`src/amp_gain_pkg.sv`:
```
// Shared constants and types for the cable amplifier gain writer.
package amp_gain_pkg;

	// Register offsets on the register port.
	localparam logic [7:0] OFS_CHIP_CTRL = 8'h00;
	localparam logic [7:0] OFS_GAIN_MODE = 8'h0f;
	localparam logic [7:0] OFS_GAIN_P0   = 8'h13;
	localparam logic [7:0] OFS_GAIN_P1   = 8'h17;
	localparam logic [7:0] OFS_GAIN_P2   = 8'h1b;
	localparam logic [7:0] OFS_GAIN_P3   = 8'h1f;

	// Field positions inside the control registers.
	localparam int SOFT_RST_BIT  = 5;
	localparam int PROF_SEL_LSB  = 0;
	localparam int BUSY_BIT      = 7;
	localparam int GAIN_MODE_BIT = 0;

	// Values after reset.
	localparam logic [7:0] GAIN_RESET     = 8'h00;
	localparam logic [1:0] PROF_SEL_RESET = 2'h0;
	localparam logic       MODE_RESET     = 1'b0;

	// Cycle counts at the master clock.
	localparam int SETTLE_MIN_CYC = 48;
	localparam int SETTLE_MAX_CYC = 64;
	localparam int SETTLE_CYC     = (SETTLE_MIN_CYC + SETTLE_MAX_CYC) / 2;
	localparam int XFER_MAX_CYC   = 200;
	localparam int SCLK_HALF_CYC  = 6;
	localparam int GAIN_BITS      = 8;
	localparam int FRAME_TICKS    = 2 * GAIN_BITS + 2;
	localparam int FRAME_LOW_CYC  = FRAME_TICKS * SCLK_HALF_CYC;

	// The three wires toward the amplifier travel together.
	typedef struct packed {
		logic amp_write_frame_n;
		logic sclk;
		logic sdata;
	} amp_link_t;

	localparam amp_link_t LINK_IDLE = '{amp_write_frame_n: 1'b1, sclk: 1'b0, sdata: 1'b0};

	// Transfer sequencer states.
	typedef enum logic [2:0] {
		ST_IDLE   = 3'b000,
		ST_SETTLE = 3'b001,
		ST_FRAME  = 3'b010,
		ST_SHIFT  = 3'b011,
		ST_TAIL   = 3'b100
	} xfer_state_t;

endpackage

```
`src/amp_half_timer.sv`:
```
// Restartable divider giving one enable pulse per serial half period.
`timescale 1ns/1ps
module amp_half_timer
	import amp_gain_pkg::*;
#(
	parameter int HALF = SCLK_HALF_CYC
) (
	// Clock and reset.
	input  wire logic clk,
	input  wire logic rst,
	// Restart the count so the first pulse lands a full half period later.
	input  wire logic restart,
	// One-cycle enable pulse.
	output logic      tick
);

	localparam int CW = $clog2(HALF + 1);

	logic [CW-1:0] cnt_reg;  // Cycles elapsed in this half period.
	wire           wrap_w = (cnt_reg == CW'(HALF - 1));  // Last cycle of the half.

	assign tick = wrap_w && !restart;

	// Count up and wrap; a restart always wins so the timing is aligned to the frame.
	always_ff @(posedge clk) begin
		if (rst || restart || wrap_w) begin
			cnt_reg <= '0;
		end else begin
			cnt_reg <= cnt_reg + CW'(1);
		end
	end

endmodule // amp_half_timer

```
`src/cable_amp_gain_writer.sv`:
```
// Gain register file and 3-wire writer for an external cable driver amplifier.
//
// Implementation choice: the address-and-strobe port.
`timescale 1ns/1ps
// What this block does
// - Four 8-bit gain registers, one per profile.
// - Mode bit at 0x0F reshapes the gain words.
// - Hardware reset clears gains, sends zero word.
// - Writing one to bit 5 of 0x00 resets.
// - Soft reset clears gains and profile select.
// - Soft reset sends zero only if gain nonzero.
// - Profile pin plus select bits change triggers write.
// - Sent word comes from selected profile register.
// - Changing selected gain register sends new word.
// - Wait 48 to 64 cycles, then frame low.
// - A started serial write always completes.
// - Whole transfer within 200 cycles, no spurious writes.
// - Gain goes out over dedicated 3-wire port.
module cable_amp_gain_writer
	import amp_gain_pkg::*;
(
	// Clock and synchronous reset.
	input  wire logic       CLK,
	input  wire logic       SYS_RST,
	// Register port.
	input  wire logic [7:0] REG_ADDR,
	input  wire logic [7:0] REG_WDATA,
	input  wire logic       REG_WR,
	input  wire logic       REG_RD,
	output logic      [7:0] REG_RDATA,
	// Asynchronous profile pin.
	input  wire logic       PROFILE_PIN,
	// Three wires toward the amplifier.
	output amp_link_t       AMP_LINK
);

	// Mode 1 drives an amplifier with a six-bit gain field, so the top bits are held at zero.
	function automatic logic [7:0] shape_gain(input logic mode, input logic [7:0] g);
		shape_gain = mode ? {2'b00, g[5:0]} : g;
	endfunction

	// Gain registers sit at every fourth offset from 0x13.
	function automatic logic is_gain_addr(input logic [7:0] a);
		is_gain_addr = (a[7:4] == 4'h1) && (a[1:0] == 2'b11);
	endfunction

	logic [7:0]  gain_reg [4];     // Per-profile gain storage.
	logic [1:0]  prof_sel_reg;     // Software profile select bits.
	logic        mode_reg;         // Gain interpretation select.
	logic        pin_meta_reg;     // First synchroniser stage of the profile pin.
	logic        pin_sync_reg;     // Second synchroniser stage.
	xfer_state_t state_reg;        // Sequencer state.
	xfer_state_t state_next;
	logic [5:0]  settle_cnt_reg;   // Cycles the candidate word has been stable.
	logic [5:0]  settle_cnt_next;
	logic [7:0]  held_reg;         // Candidate word, then the word being sent.
	logic [7:0]  held_next;
	logic [7:0]  shift_reg;        // Serial shifter, MSB leaves first.
	logic [7:0]  shift_next;
	logic [7:0]  shadow_reg;       // Word the amplifier currently holds.
	logic [7:0]  shadow_next;
	logic        init_pending_reg; // Forces one send after hardware reset.
	logic        init_pending_next;
	logic [2:0]  bit_cnt_reg;      // Bit being shifted.
	logic [2:0]  bit_cnt_next;
	amp_link_t   link_reg;         // Registered amplifier wires.
	amp_link_t   link_next;
	logic [7:0]  rdata_reg;        // Registered read data.
	logic        timer_restart;    // Aligns the half-period timer to the frame.
	wire         tick_w;           // One pulse per serial half period.

	// Register port decode.
	wire       wr_ctrl_w   = REG_WR && (REG_ADDR == OFS_CHIP_CTRL);
	wire       soft_rst_w  = wr_ctrl_w && REG_WDATA[SOFT_RST_BIT];
	wire       wr_mode_w   = REG_WR && (REG_ADDR == OFS_GAIN_MODE);
	wire       wr_gain_w   = REG_WR && is_gain_addr(REG_ADDR);
	wire [1:0] wr_idx_w    = REG_ADDR[3:2];
	wire       busy_w      = (state_reg != ST_IDLE);

	// Selected profile and the word it asks for.
	wire [1:0] prof_idx_w  = prof_sel_reg ^ {1'b0, pin_sync_reg};
	wire [7:0] desired_w   = shape_gain(mode_reg, gain_reg[prof_idx_w]);
	wire       need_send_w = init_pending_reg || (desired_w != shadow_reg);

	// Read data selection; unmapped offsets read as zero.
	wire [7:0] ctrl_rd_w   = {busy_w, 5'h00, prof_sel_reg};
	wire [7:0] rd_value_w  = (REG_ADDR == OFS_CHIP_CTRL) ? ctrl_rd_w :
	                         (REG_ADDR == OFS_GAIN_MODE) ? {7'h00, mode_reg} :
	                         is_gain_addr(REG_ADDR)      ? gain_reg[REG_ADDR[3:2]] : 8'h00;

	amp_half_timer #(
		.HALF(SCLK_HALF_CYC)
	) u_half_timer (
		.clk     (CLK),
		.rst     (SYS_RST),
		.restart (timer_restart),
		.tick    (tick_w)
	);

	// The profile pin is asynchronous, so two flops stand before any logic reads it.
	always_ff @(posedge CLK) begin
		pin_meta_reg <= PROFILE_PIN;
		pin_sync_reg <= pin_meta_reg;
	end

	// Gain storage; both resets clear it to the lowest amplifier gain.
	always_ff @(posedge CLK) begin
		for (int i = 0; i < 4; i++) begin
			if (SYS_RST || soft_rst_w) begin
				gain_reg[i] <= GAIN_RESET;
			end else if (wr_gain_w && (wr_idx_w == 2'(i))) begin
				gain_reg[i] <= REG_WDATA;
			end
		end
	end

	// Control bits; a soft reset overrides any select bits written with it.
	always_ff @(posedge CLK) begin
		if (SYS_RST || soft_rst_w) begin
			prof_sel_reg <= PROF_SEL_RESET;
		end else if (wr_ctrl_w) begin
			prof_sel_reg <= REG_WDATA[PROF_SEL_LSB +: 2];
		end
		if (SYS_RST) begin
			mode_reg <= MODE_RESET;
		end else if (wr_mode_w) begin
			mode_reg <= REG_WDATA[GAIN_MODE_BIT];
		end
	end

	// Read data stands in the cycle after the strobe only.
	always_ff @(posedge CLK) begin
		if (SYS_RST || !REG_RD) begin
			rdata_reg <= 8'h00;
		end else begin
			rdata_reg <= rd_value_w;
		end
	end

	// Sequencer next-state logic.
	always_comb begin
		state_next        = state_reg;
		settle_cnt_next   = settle_cnt_reg;
		held_next         = held_reg;
		shift_next        = shift_reg;
		shadow_next       = shadow_reg;
		init_pending_next = init_pending_reg;
		bit_cnt_next      = bit_cnt_reg;
		link_next         = link_reg;
		timer_restart     = 1'b0;
		case (state_reg)
			ST_IDLE: begin
				// Any difference from what the amplifier holds opens a settle window.
				if (need_send_w) begin
					state_next      = ST_SETTLE;
					settle_cnt_next = '0;
					held_next       = desired_w;
				end
			end
			ST_SETTLE: begin
				if (!need_send_w) begin
					// Value went back to what was sent; writing it again would be spurious.
					state_next = ST_IDLE;
				end else if (desired_w != held_reg) begin
					// Still moving; restart the stability count.
					held_next       = desired_w;
					settle_cnt_next = '0;
				end else if (settle_cnt_reg == 6'(SETTLE_CYC - 1)) begin
					state_next    = ST_FRAME;
					shift_next    = held_reg;
					link_next     = '{amp_write_frame_n: 1'b0, sclk: 1'b0, sdata: held_reg[7]};
					bit_cnt_next  = '0;
					timer_restart = 1'b1;
				end else begin
					settle_cnt_next = settle_cnt_reg + 6'(1);
				end
			end
			ST_FRAME: begin
				// Data has had a half period of setup; raise the first clock.
				if (tick_w) begin
					state_next     = ST_SHIFT;
					link_next.sclk = 1'b1;
				end
			end
			ST_SHIFT: begin
				// No event is looked at here: once begun, the word always completes.
				if (tick_w && link_reg.sclk) begin
					link_next.sclk = 1'b0;
					// The bit counter wraps to zero after the last bit and then paces the tail.
					bit_cnt_next   = bit_cnt_reg + 3'(1);
					if (bit_cnt_reg == 3'(GAIN_BITS - 1)) begin
						state_next = ST_TAIL;
					end else begin
						shift_next      = {shift_reg[6:0], 1'b0};
						link_next.sdata = shift_reg[6];
					end
				end else if (tick_w) begin
					link_next.sclk = 1'b1;
				end
			end
			ST_TAIL: begin
				// The last bit keeps its low half, then one more half of hold before release,
				// so the amplifier never sees the frame rise right on a serial clock edge.
				if (tick_w && bit_cnt_reg == 3'h0) begin
					bit_cnt_next = 3'h1;
				end else if (tick_w) begin
					// Releasing the frame latches the word inside the amplifier.
					state_next        = ST_IDLE;
					link_next         = LINK_IDLE;
					shadow_next       = held_reg;
					init_pending_next = 1'b0;
				end
			end
			default: begin
				state_next = ST_IDLE;
				link_next  = LINK_IDLE;
			end
		endcase
	end

	// Sequencer registers; hardware reset arms one all-zero send.
	always_ff @(posedge CLK) begin
		if (SYS_RST) begin
			state_reg        <= ST_IDLE;
			settle_cnt_reg   <= '0;
			held_reg         <= GAIN_RESET;
			shift_reg        <= GAIN_RESET;
			shadow_reg       <= GAIN_RESET;
			init_pending_reg <= 1'b1;
			bit_cnt_reg      <= '0;
			link_reg         <= LINK_IDLE;
		end else begin
			state_reg        <= state_next;
			settle_cnt_reg   <= settle_cnt_next;
			held_reg         <= held_next;
			shift_reg        <= shift_next;
			shadow_reg       <= shadow_next;
			init_pending_reg <= init_pending_next;
			bit_cnt_reg      <= bit_cnt_next;
			link_reg         <= link_next;
		end
	end

	assign REG_RDATA = rdata_reg;
	assign AMP_LINK  = link_reg;

	// Helper counters watched only by the checks below.
	logic [7:0] low_cnt_reg;   // Cycles the frame has been low.
	logic [4:0] rise_cnt_reg;  // Serial clock rises inside the frame.
	logic [8:0] busy_cnt_reg;  // Cycles since the sequencer left idle.
	always_ff @(posedge CLK) begin
		if (SYS_RST) begin
			low_cnt_reg  <= '0;
			rise_cnt_reg <= '0;
			busy_cnt_reg <= '0;
		end else begin
			low_cnt_reg  <= link_reg.amp_write_frame_n ? 8'h00 : low_cnt_reg + 8'h01;
			rise_cnt_reg <= link_reg.amp_write_frame_n ? 5'h00 :
			                rise_cnt_reg + 5'(link_next.sclk && !link_reg.sclk);
			busy_cnt_reg <= busy_w ? busy_cnt_reg + 9'h001 : 9'h000;
		end
	end

	localparam int LOW_LAST  = FRAME_LOW_CYC;
	localparam int BUSY_MAX  = XFER_MAX_CYC;

	a_reset_arms_send: assert property (@(posedge CLK)
		$past(SYS_RST) && !SYS_RST |-> init_pending_reg && desired_w == 8'h00 && state_reg == ST_IDLE)
		else $error("hardware reset did not arm a zero-word send");

	a_soft_reset_clear: assert property (@(posedge CLK) disable iff (SYS_RST)
		soft_rst_w |=> prof_sel_reg == 2'h0 && gain_reg[0] == 8'h00 && gain_reg[3] == 8'h00)
		else $error("soft reset did not clear gains and profile select");

	a_mode_shapes_word: assert property (@(posedge CLK) disable iff (SYS_RST)
		mode_reg |-> desired_w[7:6] == 2'b00)
		else $error("gain mode did not reshape the word");

	a_change_starts_settle: assert property (@(posedge CLK) disable iff (SYS_RST)
		state_reg == ST_IDLE && desired_w != shadow_reg |=> state_reg == ST_SETTLE)
		else $error("changed gain did not start a transfer");

	a_no_spurious_send: assert property (@(posedge CLK) disable iff (SYS_RST)
		state_reg == ST_IDLE && !need_send_w |=> state_reg == ST_IDLE)
		else $error("transfer started without a changed word");

	a_settle_window: assert property (@(posedge CLK) disable iff (SYS_RST)
		$fell(link_reg.amp_write_frame_n) |->
			$past(settle_cnt_reg) == 6'(SETTLE_CYC - 1) && $past(state_reg) == ST_SETTLE)
		else $error("frame fell without a full settle window");

	a_word_from_profile: assert property (@(posedge CLK) disable iff (SYS_RST)
		$fell(link_reg.amp_write_frame_n) |->
			shift_reg == $past(desired_w) && link_reg.sdata == shift_reg[7])
		else $error("sent word is not the selected profile gain");

	a_frame_completes: assert property (@(posedge CLK) disable iff (SYS_RST)
		$rose(link_reg.amp_write_frame_n) |->
			$past(low_cnt_reg) == 8'(LOW_LAST - 1) && $past(rise_cnt_reg) == 5'(GAIN_BITS))
		else $error("serial frame cut short or wrong bit count");

	a_frame_stays_low: assert property (@(posedge CLK) disable iff (SYS_RST)
		$fell(link_reg.amp_write_frame_n) |=> !link_reg.amp_write_frame_n [*8])
		else $error("frame released early");

	a_xfer_bound: assert property (@(posedge CLK) disable iff (SYS_RST)
		busy_cnt_reg <= 9'(BUSY_MAX))
		else $error("transfer exceeded its cycle budget");

	c_reset_send:  cover property (@(posedge CLK) disable iff (SYS_RST)
		init_pending_reg && $rose(link_reg.amp_write_frame_n));
	c_soft_during: cover property (@(posedge CLK) disable iff (SYS_RST)
		soft_rst_w && state_reg == ST_SHIFT);
	c_pin_change:  cover property (@(posedge CLK) disable iff (SYS_RST)
		$changed(pin_sync_reg) && state_reg == ST_IDLE ##1 state_reg == ST_SETTLE);
	// A gain write that lands while a word is on the wire must wait for the next frame.
	c_write_in_frame: cover property (@(posedge CLK) disable iff (SYS_RST)
		wr_gain_w && state_reg == ST_SHIFT);

endmodule // cable_amp_gain_writer

```
`config.mk`:
```
export PLATFORM = sky130hd
export DESIGN_NAME = cable_amp_gain_writer
export DESIGN_NICKNAME = d
export VERILOG_FILES = /design/src/amp_gain_pkg.sv /design/src/amp_half_timer.sv /design/src/cable_amp_gain_writer.sv
export SDC_FILE = /design/constraint.sdc
export NUM_CORES = 1
export LEC_CHECK = 0
export ABC_CLOCK_PERIOD_IN_PS = 4110
export BUFFER_PORTS_ARGS = -buffer_cell sky130_fd_sc_hd__buf_2
export CAP_MARGIN = 20
export CORE_MARGIN = 2
export CORE_UTILIZATION = 40
export CTS_BUF_LIST = sky130_fd_sc_hd__clkbuf_4 sky130_fd_sc_hd__clkbuf_8 sky130_fd_sc_hd__clkbuf_16
export CTS_CLUSTER_SIZE = 30
export DETAILED_ROUTE_END_ITERATION = 12
export HOLD_SLACK_MARGIN = 0.02
export PLACE_DENSITY = 0.66
export SYNTH_ARGS = -nofsm -noshare
export SYNTH_HDL_FRONTEND = slang
export SYNTH_SLANG_ARGS = --single-unit
```
`constraint.sdc`:
```
create_clock -name CLK -period 4.11 [get_ports CLK]
set_input_delay 0.2055 -clock CLK [delete_from_list [all_inputs] [get_ports CLK]]
set_output_delay 0.2055 -clock CLK [all_outputs]
set_load 0.05 [all_outputs]
```
==> metrics <==
status=finished, final reports clean; post-layout min period=3.80 ns; height of the die=108 um; final setup violation count=0; total vias in the final route=3220; Starting Density=0.406; global-route wire length before repair=15100 um; Slew headroom=0.468; Reg clk slew, reported paths=0.10 ns; final core occ=0.452; Main synth FF type=dfxtp_1; maximum fanout along the worst path=11; most common cell after layout, fill and taps aside=dfxtp_1; area delta synth->final=11.5%; CP Capture Type=register; vias per cell=5.40; root cell of the clock tree=clkbuf_8; # IOs=32; critical path class=register to register; TritonCTS clock tree=built; Die W=108 um; Least-Margin Pin Slew=0.798 ns; crit path DAT=4.07 ns; drt first pass iters=4; Hold WS=0.130 ns; CP required=4.38 ns; # diodes=0; number of global-route vias before repair=3126; 1st-iter DRT viols=94; RePlAce Congestion=0.865; Yosys cell types=50; gr ovfl total=0; Yosys warning total=0; CP Launch Type=register; Fin Setup TNS=0 ns; maximum vdd ir drop=0.218 mV; skew final=0.0157 ns; Clock Sinks=87; sequential area share after synthesis=0.475; Avg WL per Cell=15.3 um; Post-synth EDFFs=32; crit-path cells=xnor2_1 > buf_12 > mux2_2 > or3_1 > a2111oi_1 > and3_1 > or4_1 > nor2b_1 > ha_1 > nand3_1 > a21o_1 > a221oi_1; number of flip-flops in the largest register=32; Die ar.=0.0117 sq mm; Tcrit/Tclk final=0.925; Achievable Freq=263 MHz; RSZ-0062 raised after global routing=false; maxcap violations=0; critical path's slowest cell=a2111oi_1; CTS Buffer Depth=2; ANT nets after route=0; Final Hold Fails=0; htree depth=3; dpl cell area=0.00463 sq mm; largest net degree at the start of global routing=39; layout cell share with drive strength beyond 1=0.158; detailed-route wire length=9110 um; GRT Total Usage=0.166; Rows=38; Clock Latency Late Sink=0.37 ns; Leak=1.87 nW; syn_area_per_cell=10.3 sq um; Post-synth ARST share=0; Slew Limit Fails=0; Syn Nets=451; Remaining DRCs=0; Hold/Removal Path Class=input port to register; Nets=480; P per Cell Area=344 mW/mm^2; Cell Area, Synth=0.00434 sq mm; final instance area=0.00484 sq mm; Yosys reg bits=87; Setup Buffers After CTS=0; Port Buffers=31; initial antenna violation count=0; CP max stage delay=0.53 ns; area of the core=0.0107 sq mm; CTS Buf Count=9; hpwl dp=6790 um; Mapped Cells=422; commonest cells after routing, fill and taps aside=55 x dfxtp_1, 42 x nand2_1, 33 x buf_2
[worst max-delay path: cells and delay by family (launching register included)]
kind            cells  cell delay [ns]
compound gates      3             1.14
xor+xnor            1             0.26
fa+ha+maj           1             0.29
buf+inv             1             0.18
flops               1             0.34
mux                 1             0.35
simple gates        5             1.14
[per-stage QoR]
stage,total power [W],cells,worst slack [ns]
floorplan,0.00105,422,0.532
global placement,0.00109,577,0.335
detailed placement,0.00109,578,0.260
CTS,0.00168,595,0.227
global route,0.00173,596,0.0574
finish,0.00166,596,0.309
[routing by layer]
layer / vias up / GRT usage / share of wire
li1: 1593 / - / -
met1: 1550 / 0.208 / 0.46
met2: 65 / 0.277 / 0.49
met3: 12 / 0.0392 / 0.040
met4: 0 / 0.0696 / 0.013
met5: - / 0 / 0
[where the power goes]
group	switching, W	internal (W)	leakage, nW
Combinational	0.0000760	0.0000600	1.02
Sequential	0.0000218	0.000918	0.751
Clock	0.000349	0.000240	0.101
[synth_stat cells (2+ instances only)]
master | n | area (sq um)
dfxtp_1 | 55 | 1100
nand2_1 | 42 | 158
edfxtp_1 | 32 | 961
and2_1 | 29 | 181
nor2_1 | 26 | 97.6
inv_1 | 22 | 82.6
clkbuf_1 | 18 | 67.6
xor2_1 | 17 | 149
a21oi_1 | 15 | 75.1
mux4_2 | 15 | 338
nand3_1 | 14 | 70.1
nor2b_1 | 13 | 81.3
mux2i_1 | 12 | 120
nor3_1 | 11 | 55.1
a211oi_1 | 10 | 75.1
ha_1 | 8 | 100
o21ai_0 | 8 | 40.0
a221oi_1 | 6 | 52.6
nor4_1 | 6 | 37.5
a31oi_1 | 4 | 25.0
nand4_1 | 4 | 25.0
or3_1 | 4 | 25.0
or4_1 | 4 | 30.0
a22oi_1 | 3 | 22.5
a41o_1 | 3 | 30.0
and4_1 | 3 | 26.3
nand2b_1 | 3 | 18.8
a2111oi_0 | 2 | 17.5
a21o_1 | 2 | 15.0
a311oi_1 | 2 | 17.5
a32oi_1 | 2 | 17.5
and3_1 | 2 | 12.5
buf_6 | 2 | 22.5
mux2_2 | 2 | 22.5
nand3b_1 | 2 | 15.0
nor3b_1 | 2 | 15.0
o21ai_1 | 2 | 10.0
or4b_1 | 2 | 20.0
xnor2_1 | 2 | 17.5
[path summary, 6_finish.rpt]
kind | slack, ns | to | depth (start not counted) | from
max | 0.31 | shift_reg[4] | 12 | prof_sel_reg[0]
min | 0.13 | prof_sel_reg[0] | 3 | REG_WDATA[0]
max reg2reg | 0.31 | shift_reg[4] | 12 | prof_sel_reg[0]
min reg2reg | 0.34 | pin_sync_reg | 0 | pin_meta_reg
[cells by family after synthesis]
| logic type | Yosys count | synth area share |
|---|---|---|
| AOI/OAI and AO/OA | 64 | 0.101 |
| and+or+nand+nor | 172 | 0.211 |
| DFF | 87 | 0.475 |
| adders and majority gates | 8 | 0.0231 |
| xor gates and xnor gates | 19 | 0.0383 |
| muxes | 29 | 0.111 |
| buffers and inverters | 43 | 0.0409 |
[layout make-up]
type                    count  area (sq um)
clock buffers               9           124
clock inverters             7          68.8
fillers                  1041          5860
inverters                  22          82.6
multi-input cells         292          2100
flip-flops and latches     87          2060
well taps                 140           175
repair buffers             39           225
[repair_timing]
| action | 4_1_cts | 5_1_grt |
|---|---|---|
| hold endpoints to repair | 1 | 0 |
| setup endpoints to repair | 0 | 1 |
| hold buffers | 1 | 0 |
| gates resized for setup | 0 | 1 |
(Power assumes the default switching activity.)
